[src/pfc_consts.svh]
// pfc_consts.svh: offsets, field positions, reset values and timing counts
// for the per-port priority flow control block.
// assumes inclusion by bare name from the package and the design modules.
`ifndef PFC_CONSTS_SVH
`define PFC_CONSTS_SVH

// register word offsets (byte addresses, one aligned word each)
`define REG_CTRL 8'h00
`define REG_PRIO_ENA 8'h04
`define REG_TX_QUANTA 8'h08
`define REG_MIN_REFRESH 8'h0C
`define REG_STATUS 8'h10
`define REG_TX_COUNT 8'h14
`define REG_RX_COUNT 8'h18
`define REG_WMARK_BASE 8'h20
`define REG_WMARK_LAST 8'h3C

// control register fields
`define CTRL_TX_ENA_BIT 0
`define CTRL_RX_ENA_BIT 1
`define CTRL_SPEED_LO 2
`define CTRL_SPEED_HI 3

// reset values
`define CTRL_RESET 32'h0000_0008
`define PRIO_ENA_RESET 8'hFF
`define TX_QUANTA_RESET 16'hFFFF
`define MIN_REFRESH_RESET 16'h0100
`define WMARK_RESET 16'h0200

// frame constants
`define PFC_OPCODE 16'h0101
`define PFC_ENABLE_VECTOR 16'h00FF

// timing: one pause quantum is 512 bit times
`define CLK_PERIOD_NS 8
`define QUANTUM_BITS 512
`define BIT_NS_10M 100
`define BIT_NS_100M 10
`define BIT_NS_1G 1
`define QUANTUM_CYC_10M ((`QUANTUM_BITS * `BIT_NS_10M) / `CLK_PERIOD_NS)
`define QUANTUM_CYC_100M ((`QUANTUM_BITS * `BIT_NS_100M) / `CLK_PERIOD_NS)
`define QUANTUM_CYC_1G ((`QUANTUM_BITS * `BIT_NS_1G) / `CLK_PERIOD_NS)

`endif

[src/pfc_pkg.sv]
// pfc_pkg.sv: types shared by the priority flow control block.
// assumes pfc_consts.svh is on the include path.
`include "pfc_consts.svh"

package pfc_pkg;

  typedef enum logic [1:0] {
    SPEED_10M,
    SPEED_100M,
    SPEED_1G,
    SPEED_RSVD
  } link_speed_e;

  typedef enum logic [1:0] {
    TX_IDLE,
    TX_WAIT,
    TX_SEND
  } tx_state_e;

  // pause pdu as seen by the mac on either direction
  typedef struct packed {
    logic [15:0] opcode;
    logic [15:0] enable_vector;
    logic [7:0][15:0] pause_time;
  } pfc_pdu_s;

  // register access from software
  typedef struct packed {
    logic [7:0] addr;
    logic [31:0] wr_data;
    logic wr;
    logic rd;
  } reg_req_s;

endpackage : pfc_pkg

[src/quanta_ticker.sv]
// quanta_ticker.sv: one-cycle pulse at the end of every pause quantum.
// assumes a free-running clock; the period follows the selected link speed.
`timescale 1ns/100ps
`default_nettype none
`include "pfc_consts.svh"

module quanta_ticker
  import pfc_pkg::*;
#(
  parameter int CYC_10M = `QUANTUM_CYC_10M,
  parameter int CYC_100M = `QUANTUM_CYC_100M,
  parameter int CYC_1G = `QUANTUM_CYC_1G
)
(
  input wire logic ref_clk_in,
  input wire logic sys_rst_in,
  input wire link_speed_e speed_in,
  output logic tick_out
);

  // counts must fit the 16-bit divider and be at least one cycle
  if (CYC_10M < 1 || CYC_10M > 65535 || CYC_100M < 1 || CYC_100M > 65535 || CYC_1G < 1 || CYC_1G > 65535)
  begin : g_bad_counts
    $error("quanta_ticker: quantum counts out of range");
  end

  logic [15:0] div_cnt;
  logic [15:0] div_last;

  // last count for the current speed; reserved code behaves as 1G
  always_comb
  begin
    case (speed_in)
      SPEED_10M: div_last = 16'(CYC_10M - 1);
      SPEED_100M: div_last = 16'(CYC_100M - 1);
      default: div_last = 16'(CYC_1G - 1);
    endcase
  end

  // divider, restarts when it reaches or passes the end after a speed change
  always_ff @(posedge ref_clk_in)
  begin
    if (sys_rst_in)
    begin
      div_cnt <= 16'h0000;
      tick_out <= 1'b0;
    end
    else if (div_cnt >= div_last)
    begin
      div_cnt <= 16'h0000;
      tick_out <= 1'b1;
    end
    else
    begin
      div_cnt <= div_cnt + 16'h0001;
      tick_out <= 1'b0;
    end
  end

endmodule : quanta_ticker
`default_nettype wire

[src/priority_flow_control.sv]
// priority_flow_control.sv: per-port priority flow control, transmit pause
// generation and receive pause reaction, with its register file.
// assumes a mac that takes pause pdus on a valid/ready pair and hands parsed
// control frames over as one-cycle pulses; all inputs synchronous to ref_clk_in.
`timescale 1ns/100ps
`default_nettype none
`include "pfc_consts.svh"

module priority_flow_control
  import pfc_pkg::*;
#(
  parameter int LEVEL_W = 16,
  parameter int CYC_10M = `QUANTUM_CYC_10M,
  parameter int CYC_100M = `QUANTUM_CYC_100M,
  parameter int CYC_1G = `QUANTUM_CYC_1G
)
(
  input wire logic ref_clk_in,
  input wire logic sys_rst_in,
  input wire reg_req_s reg_req_in,
  output logic [31:0] rd_data_out,
  input wire logic [7:0][LEVEL_W-1:0] queue_level_in,
  output pfc_pdu_s tx_pdu_out,
  output logic tx_pdu_valid_out,
  input wire logic tx_pdu_ready_in,
  input wire pfc_pdu_s rx_ctrl_in,
  input wire logic rx_ctrl_valid_in,
  output logic [7:0] egress_stop_out
);

  // watermarks are 16-bit register fields
  if (LEVEL_W < 1 || LEVEL_W > 16)
  begin : g_bad_level_w
    $error("priority_flow_control: LEVEL_W must be 1..16");
  end

  // configuration and statistics state
  logic [31:0] ctrl;
  logic [7:0] prio_ena;
  logic [15:0] tx_pause_quanta;
  logic [15:0] min_refresh_interval;
  logic [7:0][15:0] watermark;
  logic [31:0] pause_tx_count;
  logic [31:0] unknown_opcode_rx_count;

  // transmit side state
  logic [7:0] congestion_vector;
  logic [7:0] congested_now;
  logic [7:0] newly_congested;
  tx_state_e tx_state;
  logic [15:0] elapsed;
  logic [15:0] advertised;
  logic refresh_pending;
  logic tx_done;
  logic half_passed;
  logic refresh_passed;
  logic send_now;

  // receive side state
  logic [7:0][15:0] rx_pause_cnt;
  logic rx_is_pfc;
  logic quantum_tick;

  logic tx_ena;
  logic rx_ena;
  link_speed_e speed;

  assign tx_ena = ctrl[`CTRL_TX_ENA_BIT];
  assign rx_ena = ctrl[`CTRL_RX_ENA_BIT];
  assign speed = link_speed_e'(ctrl[`CTRL_SPEED_HI:`CTRL_SPEED_LO]);

  // one quantum timebase shared by the tx timer and the rx counters
  quanta_ticker #(
    .CYC_10M(CYC_10M),
    .CYC_100M(CYC_100M),
    .CYC_1G(CYC_1G)
  ) u_ticker (
    .ref_clk_in(ref_clk_in),
    .sys_rst_in(sys_rst_in),
    .speed_in(speed),
    .tick_out(quantum_tick)
  );

  // register writes; watermarks sit in a block of eight words
  always_ff @(posedge ref_clk_in)
  begin
    if (sys_rst_in)
    begin
      ctrl <= `CTRL_RESET;
      prio_ena <= `PRIO_ENA_RESET;
      tx_pause_quanta <= `TX_QUANTA_RESET;
      min_refresh_interval <= `MIN_REFRESH_RESET;
      watermark <= {8{`WMARK_RESET}};
    end
    else if (reg_req_in.wr)
    begin
      case (reg_req_in.addr)
        `REG_CTRL: ctrl <= {28'h0000000, reg_req_in.wr_data[3:0]};
        `REG_PRIO_ENA: prio_ena <= reg_req_in.wr_data[7:0];
        `REG_TX_QUANTA: tx_pause_quanta <= reg_req_in.wr_data[15:0];
        `REG_MIN_REFRESH: min_refresh_interval <= reg_req_in.wr_data[15:0];
        default:
        begin
          if (reg_req_in.addr >= `REG_WMARK_BASE && reg_req_in.addr <= `REG_WMARK_LAST
              && reg_req_in.addr[1:0] == 2'b00)
            watermark[reg_req_in.addr[4:2]] <= reg_req_in.wr_data[15:0];
        end
      endcase
    end
  end

  // register reads, data one cycle after the strobe, unmapped reads zero
  always_ff @(posedge ref_clk_in)
  begin
    if (sys_rst_in)
      rd_data_out <= 32'h0000_0000;
    else if (reg_req_in.rd)
    begin
      case (reg_req_in.addr)
        `REG_CTRL: rd_data_out <= ctrl;
        `REG_PRIO_ENA: rd_data_out <= {24'h000000, prio_ena};
        `REG_TX_QUANTA: rd_data_out <= {16'h0000, tx_pause_quanta};
        `REG_MIN_REFRESH: rd_data_out <= {16'h0000, min_refresh_interval};
        `REG_STATUS: rd_data_out <= {8'h00, 6'h00, tx_state, egress_stop_out, congestion_vector};
        `REG_TX_COUNT: rd_data_out <= pause_tx_count;
        `REG_RX_COUNT: rd_data_out <= unknown_opcode_rx_count;
        default:
        begin
          if (reg_req_in.addr >= `REG_WMARK_BASE && reg_req_in.addr <= `REG_WMARK_LAST
              && reg_req_in.addr[1:0] == 2'b00)
            rd_data_out <= {16'h0000, watermark[reg_req_in.addr[4:2]]};
          else
            rd_data_out <= 32'h0000_0000;
        end
      endcase
    end
    else
      rd_data_out <= 32'h0000_0000;
  end

  // per-queue watermark compare, one comparator per priority
  genvar gi;
  generate
    for (gi = 0; gi < 8; gi++)
    begin : g_cong
      assign congested_now[gi] = 16'(queue_level_in[gi]) > watermark[gi];
    end
  endgenerate

  // held congestion vector; rising bits start or speed up a pdu
  always_ff @(posedge ref_clk_in)
  begin
    if (sys_rst_in)
      congestion_vector <= 8'h00;
    else
      congestion_vector <= congested_now;
  end

  assign newly_congested = congested_now & ~congestion_vector;
  assign tx_done = tx_pdu_valid_out && tx_pdu_ready_in;
  assign half_passed = elapsed >= {1'b0, advertised[15:1]};
  assign refresh_passed = elapsed >= min_refresh_interval;

  // decision to start a pdu in the current cycle
  always_comb
  begin
    send_now = 1'b0;
    case (tx_state)
      TX_IDLE: send_now = tx_ena && (|newly_congested);
      TX_WAIT:
      begin
        if (tx_ena && (|newly_congested || refresh_pending) && refresh_passed)
          send_now = 1'b1;
        else if (tx_ena && (|congested_now) && half_passed)
          send_now = 1'b1;
      end
      default: send_now = 1'b0;
    endcase
  end

  // pdu generation state and the single per-port timer
  always_ff @(posedge ref_clk_in)
  begin
    if (sys_rst_in)
    begin
      tx_state <= TX_IDLE;
      elapsed <= 16'h0000;
      advertised <= 16'h0000;
    end
    else
    begin
      case (tx_state)
        TX_IDLE:
        begin
          elapsed <= 16'h0000;
          if (send_now)
            tx_state <= TX_SEND;
        end
        TX_WAIT:
        begin
          if (quantum_tick && elapsed != 16'hFFFF)
            elapsed <= elapsed + 16'h0001;
          if (send_now)
            tx_state <= TX_SEND;
          else if (!(|congested_now) && elapsed >= advertised)
            tx_state <= TX_IDLE;
        end
        TX_SEND:
        begin
          if (tx_done)
          begin
            tx_state <= TX_WAIT;
            elapsed <= 16'h0000;
            advertised <= tx_pause_quanta;
          end
        end
        default: tx_state <= TX_IDLE;
      endcase
    end
  end

  // new congestion during a running timer is remembered; a new event beats the clear
  always_ff @(posedge ref_clk_in)
  begin
    if (sys_rst_in)
      refresh_pending <= 1'b0;
    else if (tx_state != TX_IDLE && (|newly_congested))
      refresh_pending <= 1'b1;
    else if (tx_done)
      refresh_pending <= 1'b0;
  end

  // pdu contents latched as the send starts and held until taken
  always_ff @(posedge ref_clk_in)
  begin
    if (sys_rst_in)
    begin
      tx_pdu_valid_out <= 1'b0;
      tx_pdu_out <= '0;
    end
    else if (send_now)
    begin
      tx_pdu_valid_out <= 1'b1;
      tx_pdu_out.opcode <= `PFC_OPCODE;
      tx_pdu_out.enable_vector <= `PFC_ENABLE_VECTOR;
      for (int i = 0; i < 8; i++)
        tx_pdu_out.pause_time[i] <= (prio_ena[i] && congested_now[i]) ? tx_pause_quanta : 16'h0000;
    end
    else if (tx_done)
      tx_pdu_valid_out <= 1'b0;
  end

  // shared transmitted pause counter
  always_ff @(posedge ref_clk_in)
  begin
    if (sys_rst_in)
      pause_tx_count <= 32'h0000_0000;
    else if (tx_done)
      pause_tx_count <= pause_tx_count + 32'h0000_0001;
  end

  // a received control frame with the pfc opcode
  assign rx_is_pfc = rx_ctrl_valid_in && rx_ctrl_in.opcode == `PFC_OPCODE;

  // pfc frames are counted as unsupported-opcode control frames
  always_ff @(posedge ref_clk_in)
  begin
    if (sys_rst_in)
      unknown_opcode_rx_count <= 32'h0000_0000;
    else if (rx_is_pfc)
      unknown_opcode_rx_count <= unknown_opcode_rx_count + 32'h0000_0001;
  end

  // per-priority receive pause counters; a fresh load beats the decrement
  generate
    for (gi = 0; gi < 8; gi++)
    begin : g_rx
      always_ff @(posedge ref_clk_in)
      begin
        if (sys_rst_in)
          rx_pause_cnt[gi] <= 16'h0000;
        else if (rx_ena && rx_is_pfc && rx_ctrl_in.enable_vector[gi])
          rx_pause_cnt[gi] <= rx_ctrl_in.pause_time[gi];
        else if (quantum_tick && rx_pause_cnt[gi] != 16'h0000)
          rx_pause_cnt[gi] <= rx_pause_cnt[gi] - 16'h0001;
      end

      // stop indication toward the egress queues
      always_ff @(posedge ref_clk_in)
      begin
        if (sys_rst_in)
          egress_stop_out[gi] <= 1'b0;
        else if (rx_ena && rx_is_pfc && rx_ctrl_in.enable_vector[gi])
          egress_stop_out[gi] <= rx_ctrl_in.pause_time[gi] != 16'h0000;
        else if (quantum_tick && rx_pause_cnt[gi] == 16'h0001)
          egress_stop_out[gi] <= 1'b0;
        else
          egress_stop_out[gi] <= rx_pause_cnt[gi] != 16'h0000;
      end
    end
  endgenerate

endmodule : priority_flow_control
`default_nettype wire

[config.mk]
export PLATFORM = sky130hd
export DESIGN_NAME = priority_flow_control
export DESIGN_NICKNAME = d
export VERILOG_FILES = /design/src/pfc_pkg.sv /design/src/quanta_ticker.sv /design/src/priority_flow_control.sv
export VERILOG_INCLUDE_DIRS = /design/src
export SDC_FILE = /design/constraint.sdc
export NUM_CORES = 2
export LEC_CHECK = 0
export BUFFER_PORTS_ARGS = -buffer_cell sky130_fd_sc_hd__buf_2
export CAP_MARGIN = 30
export CORE_MARGIN = 2
export CORE_UTILIZATION = 57
export DETAILED_ROUTE_END_ITERATION = 8
export PLACE_DENSITY = 0.9
export SYNTH_ARGS = -nofsm -noshare
export SYNTH_HDL_FRONTEND = slang
export SYNTH_SLANG_ARGS = --single-unit
[constraint.sdc]
create_clock -name ref_clk_in -period 4.15 [get_ports ref_clk_in]
set_clock_uncertainty 0.2 [all_clocks]
set_input_delay 0.83 -clock ref_clk_in [delete_from_list [all_inputs] [get_ports ref_clk_in]]
set_output_delay 0.83 -clock ref_clk_in [all_outputs]
set_load 0.05 [all_outputs]
==> out/metrics.yaml <==
clock_network:
  clkTransAtPathRegs_ps: 60
  clock_path_buffers: 3
  cts_hold_repair.buffers: 0
  h-tree-depth: 2
  cts_tree: "done"
  cts_buffers: 60
  cts_setup_buffers: 0
  clock_latency_ps: 640
  cts_sinks: 594
  clock-root-buffer: "clkbuf_16"
  cts_resized: 0
die:
  dieArea_mm2: 0.0566
  initial_utilization_pct: 57.8
  die_x_um: 238
  rows: 85
  io_pins: 535
  die_h_um: 238
  coreArea_mm2: 0.0539
grt:
  antenna_found_initial: 13
  grt.total_usage_pct: 34.3
  grt_pass1_vias: 28800
  grt_max_degree: 166
  grt_remaining_overflow: 0
  grt_pass1_wl_um: 155000
drt:
  vias_per_cell: 6.26
  drt_wl_total_um: 101000
  drtIter0Drc: 3786
  vias: 30800
  drtPass1Iterations: 9
  drc: 2
  wl_per_cell_um: 20.5
  drtAntennaViolNets: 0
power:
  power.leakage_nw: 14.7
  peakVddDrop_mv: 0.470
  powerDensity_mw_per_mm2: 443
timing:
  period_needed_ps: 3870
  timing.final.crit_share_pct: 93.2
  slew_headroom_pct: 23.9
  hold_viol_final: 0
  rsz0062_at_grt: "false"
  slew_viol_final: 0
  fmax_mhz: 258
  worstMarginPinSlew_ps: 1140
  setup_viol: 0
final_layout:
  final_core_util_pct: 67.4
  regArea_mm2: 0.0119
  fillCellCount: 3968
  drive_above_1_share_pct: 20.5
  multi_input_area_mm2: 0.0174
  instances_no_fill: 4920
  nets: 4697
  synthToLayoutAreaGrowth_pct: 16.5
placed_design:
  dp_cells: 4796
  hpwl_um: 71200
  io_buffers: 488
  gp_congestion: 0.950
logic_synthesis:
  yosysTopAreaCellShare_pct: 38.1
  yosysWarnings: 0
  ys_ff_latch: 594
  synth_largest_area_cell: "dfxtp_1"
  synth.avg_cell_area_um2: 8.21
  yosys_most_used_dff: "dfxtp_1"
  syn_area_mm2: 0.0312
  ys_async_sr_fraction_pct: 0
  ys_seq_area_share_pct: 38.1
  synth.distinct_cells: 71
  netlist_instances: 3795
  synth-edff-count: 0
  synthTopCellsByArea: "dfxtp_1, ha_1, nand2_1"
critical_path:
  timing.rr.start: "watermark[79]"
  crit_path_end: "tx_pdu_out[75]"
  crit_type: "register to register"
  worstPathMaxFanout: 67
  reg2reg_depth: 12
  endpoint_kind: "register"
  worst_setup_path_start_kind: "register"
  cp.required_ps: 4460
  r2r_setup_slack_ps: 280
  setup.worst_path.start: "watermark[79]"
  arrival_ps: 4180
  reg2reg_to: "tx_pdu_out[75]"
status:
  status: "finished with violations"
  violations: "DRC"
min_path:
  hold_class: "register to register"
run:
  maxCapViolCount: 0
[metrics by stage]
step | setup TNS (ps) | hold slack [ps] | worst slack (ps) | total power [W] | cell area [um2]
6_report | 0 | 255 | 281 | 0.0161 | 36300
5_1_grt | 0 | 261 | 142 | 0.0168 | 36300
4_1_cts | 0 | 221 | 421 | 0.0161 | 36300
3_5_place_dp | -5420 | 251 | -71.8 | 0.0102 | 34100
3_3_place_gp | -4510 | 242 | -51.1 | 0.0100 | 34100
2_1_floorplan | 0 | 226 | 478 | 0.00928 | 31300
[cell usage after synthesis, types with 39 or more instances]
library cell	count
ha_1	200
nand2_1	627
o21ai_0	40
a31oi_1	139
xor2_1	89
a211oi_1	130
nor3_1	74
nor2_1	321
a31o_2	123
xnor2_1	107
nand4_1	64
nor4_1	64
a21oi_1	274
nand3_1	81
and3_1	39
inv_1	196
nor2b_1	42
dfxtp_1	594
clkbuf_1	213
[sequential cells by signal (all words and copies together) (netlist names)]
| register | flops |
|---|---|
| tx_pdu_out | 129 |
| rx_pause_cnt | 128 |
| watermark | 128 |
| pause_tx_count | 32 |
| rd_data_out | 32 |
| unknown_opcode_rx_count | 32 |
| advertised | 16 |
| elapsed | 16 |
| min_refresh_interval | 16 |
| tx_pause_quanta | 16 |
| u_ticker.div_cnt | 16 |
| congestion_vector | 8 |
| egress_stop_out | 8 |
| prio_ena | 8 |
| ctrl | 4 |
| tx_state | 2 |
| refresh_pending | 1 |
| tx_pdu_valid_out | 1 |
| u_ticker.tick_out | 1 |
[area by class of cell]
cell class,instances,area share (%)
diodes,12,0.0827
repair buffers,569,8.85
multi-input cells,2742,48.0
flip-flops and latches,594,32.7
well taps,696,2.40
clock buffers,81,4.74
inverters,196,2.03
clock inverters,30,1.19
[worst min path at each step]
stage	to	from	cells after the start
floorplan	u_ticker.div_cnt[0]	u_ticker.div_cnt[0]	1
global placement	u_ticker.div_cnt[0]	u_ticker.div_cnt[0]	1
detailed placement	advertised[14]	advertised[14]	2
CTS	rx_pause_cnt[49]	rx_ctrl_in[49]	3
global route	rx_pause_cnt[49]	rx_ctrl_in[49]	3
finish	advertised[14]	advertised[14]	2
[critical path, stage by stage, from the launching register on]
cell,delay (ps)
dfxtp_1,430
inv_1,150
ha_1,330
nand4_1,170
nor4_1,410
or2_2,180
a31oi_1,60
a2111oi_0,490
o2111a_1,400
a2111o_2,230
buf_12,300
a31oi_1,150
a31o_2,240
[report_power, final]
part / total, W / internal [W] / switching [W]
combinational: 0.00361 / 0.00151 / 0.00210
sequential: 0.00657 / 0.00613 / 0.000432
clock: 0.00590 / 0.00353 / 0.00237
[cells by family after synthesis]
family	synth area share (%)
AND/OR/NAND/NOR	20.3
AO/OA/AOI/OAI	18.3
flip-flops	38.1
buffers and inverters	6.42
adder cells (fa/ha/maj)	8.03
XOR/XNOR	5.51
multiplexers	3.32
other	0.0120
[cells in the final DEF, fill, tap and decap left out, drive strengths merged, types with 22 or more instances in the layout]
| master | synthesis | routed |
|---|---|---|
| a31o | 128 | 128 |
| nor2 | 321 | 321 |
| xnor2 | 107 | 107 |
| conb | 1 | 24 |
| xor2 | 89 | 89 |
| a211oi | 130 | 130 |
| mux4 | 32 | 32 |
| a21oi | 274 | 274 |
| buf | 72 | 569 |
| clkbuf | 214 | 81 |
| nor4 | 64 | 64 |
| o21ai | 41 | 41 |
| nand3 | 81 | 81 |
| a31oi | 139 | 139 |
| nand4 | 64 | 64 |
| nand2 | 627 | 627 |
| inv | 196 | 199 |
| and2 | 22 | 22 |
| nor2b | 42 | 42 |
| nor3 | 76 | 76 |
| ha | 200 | 200 |
| and3 | 39 | 39 |
| dfxtp | 594 | 594 |
[layer usage]
layer	global-route usage, %	vias up	part of all wire (%)
met2	54.8	1971	45
met3	8.03	451	12
met1	42.0	14300	37
met4	21.3	4	6.6
met5	0	-	0.031
li1	-	14100	-
Power figures use the tool's default switching activity.
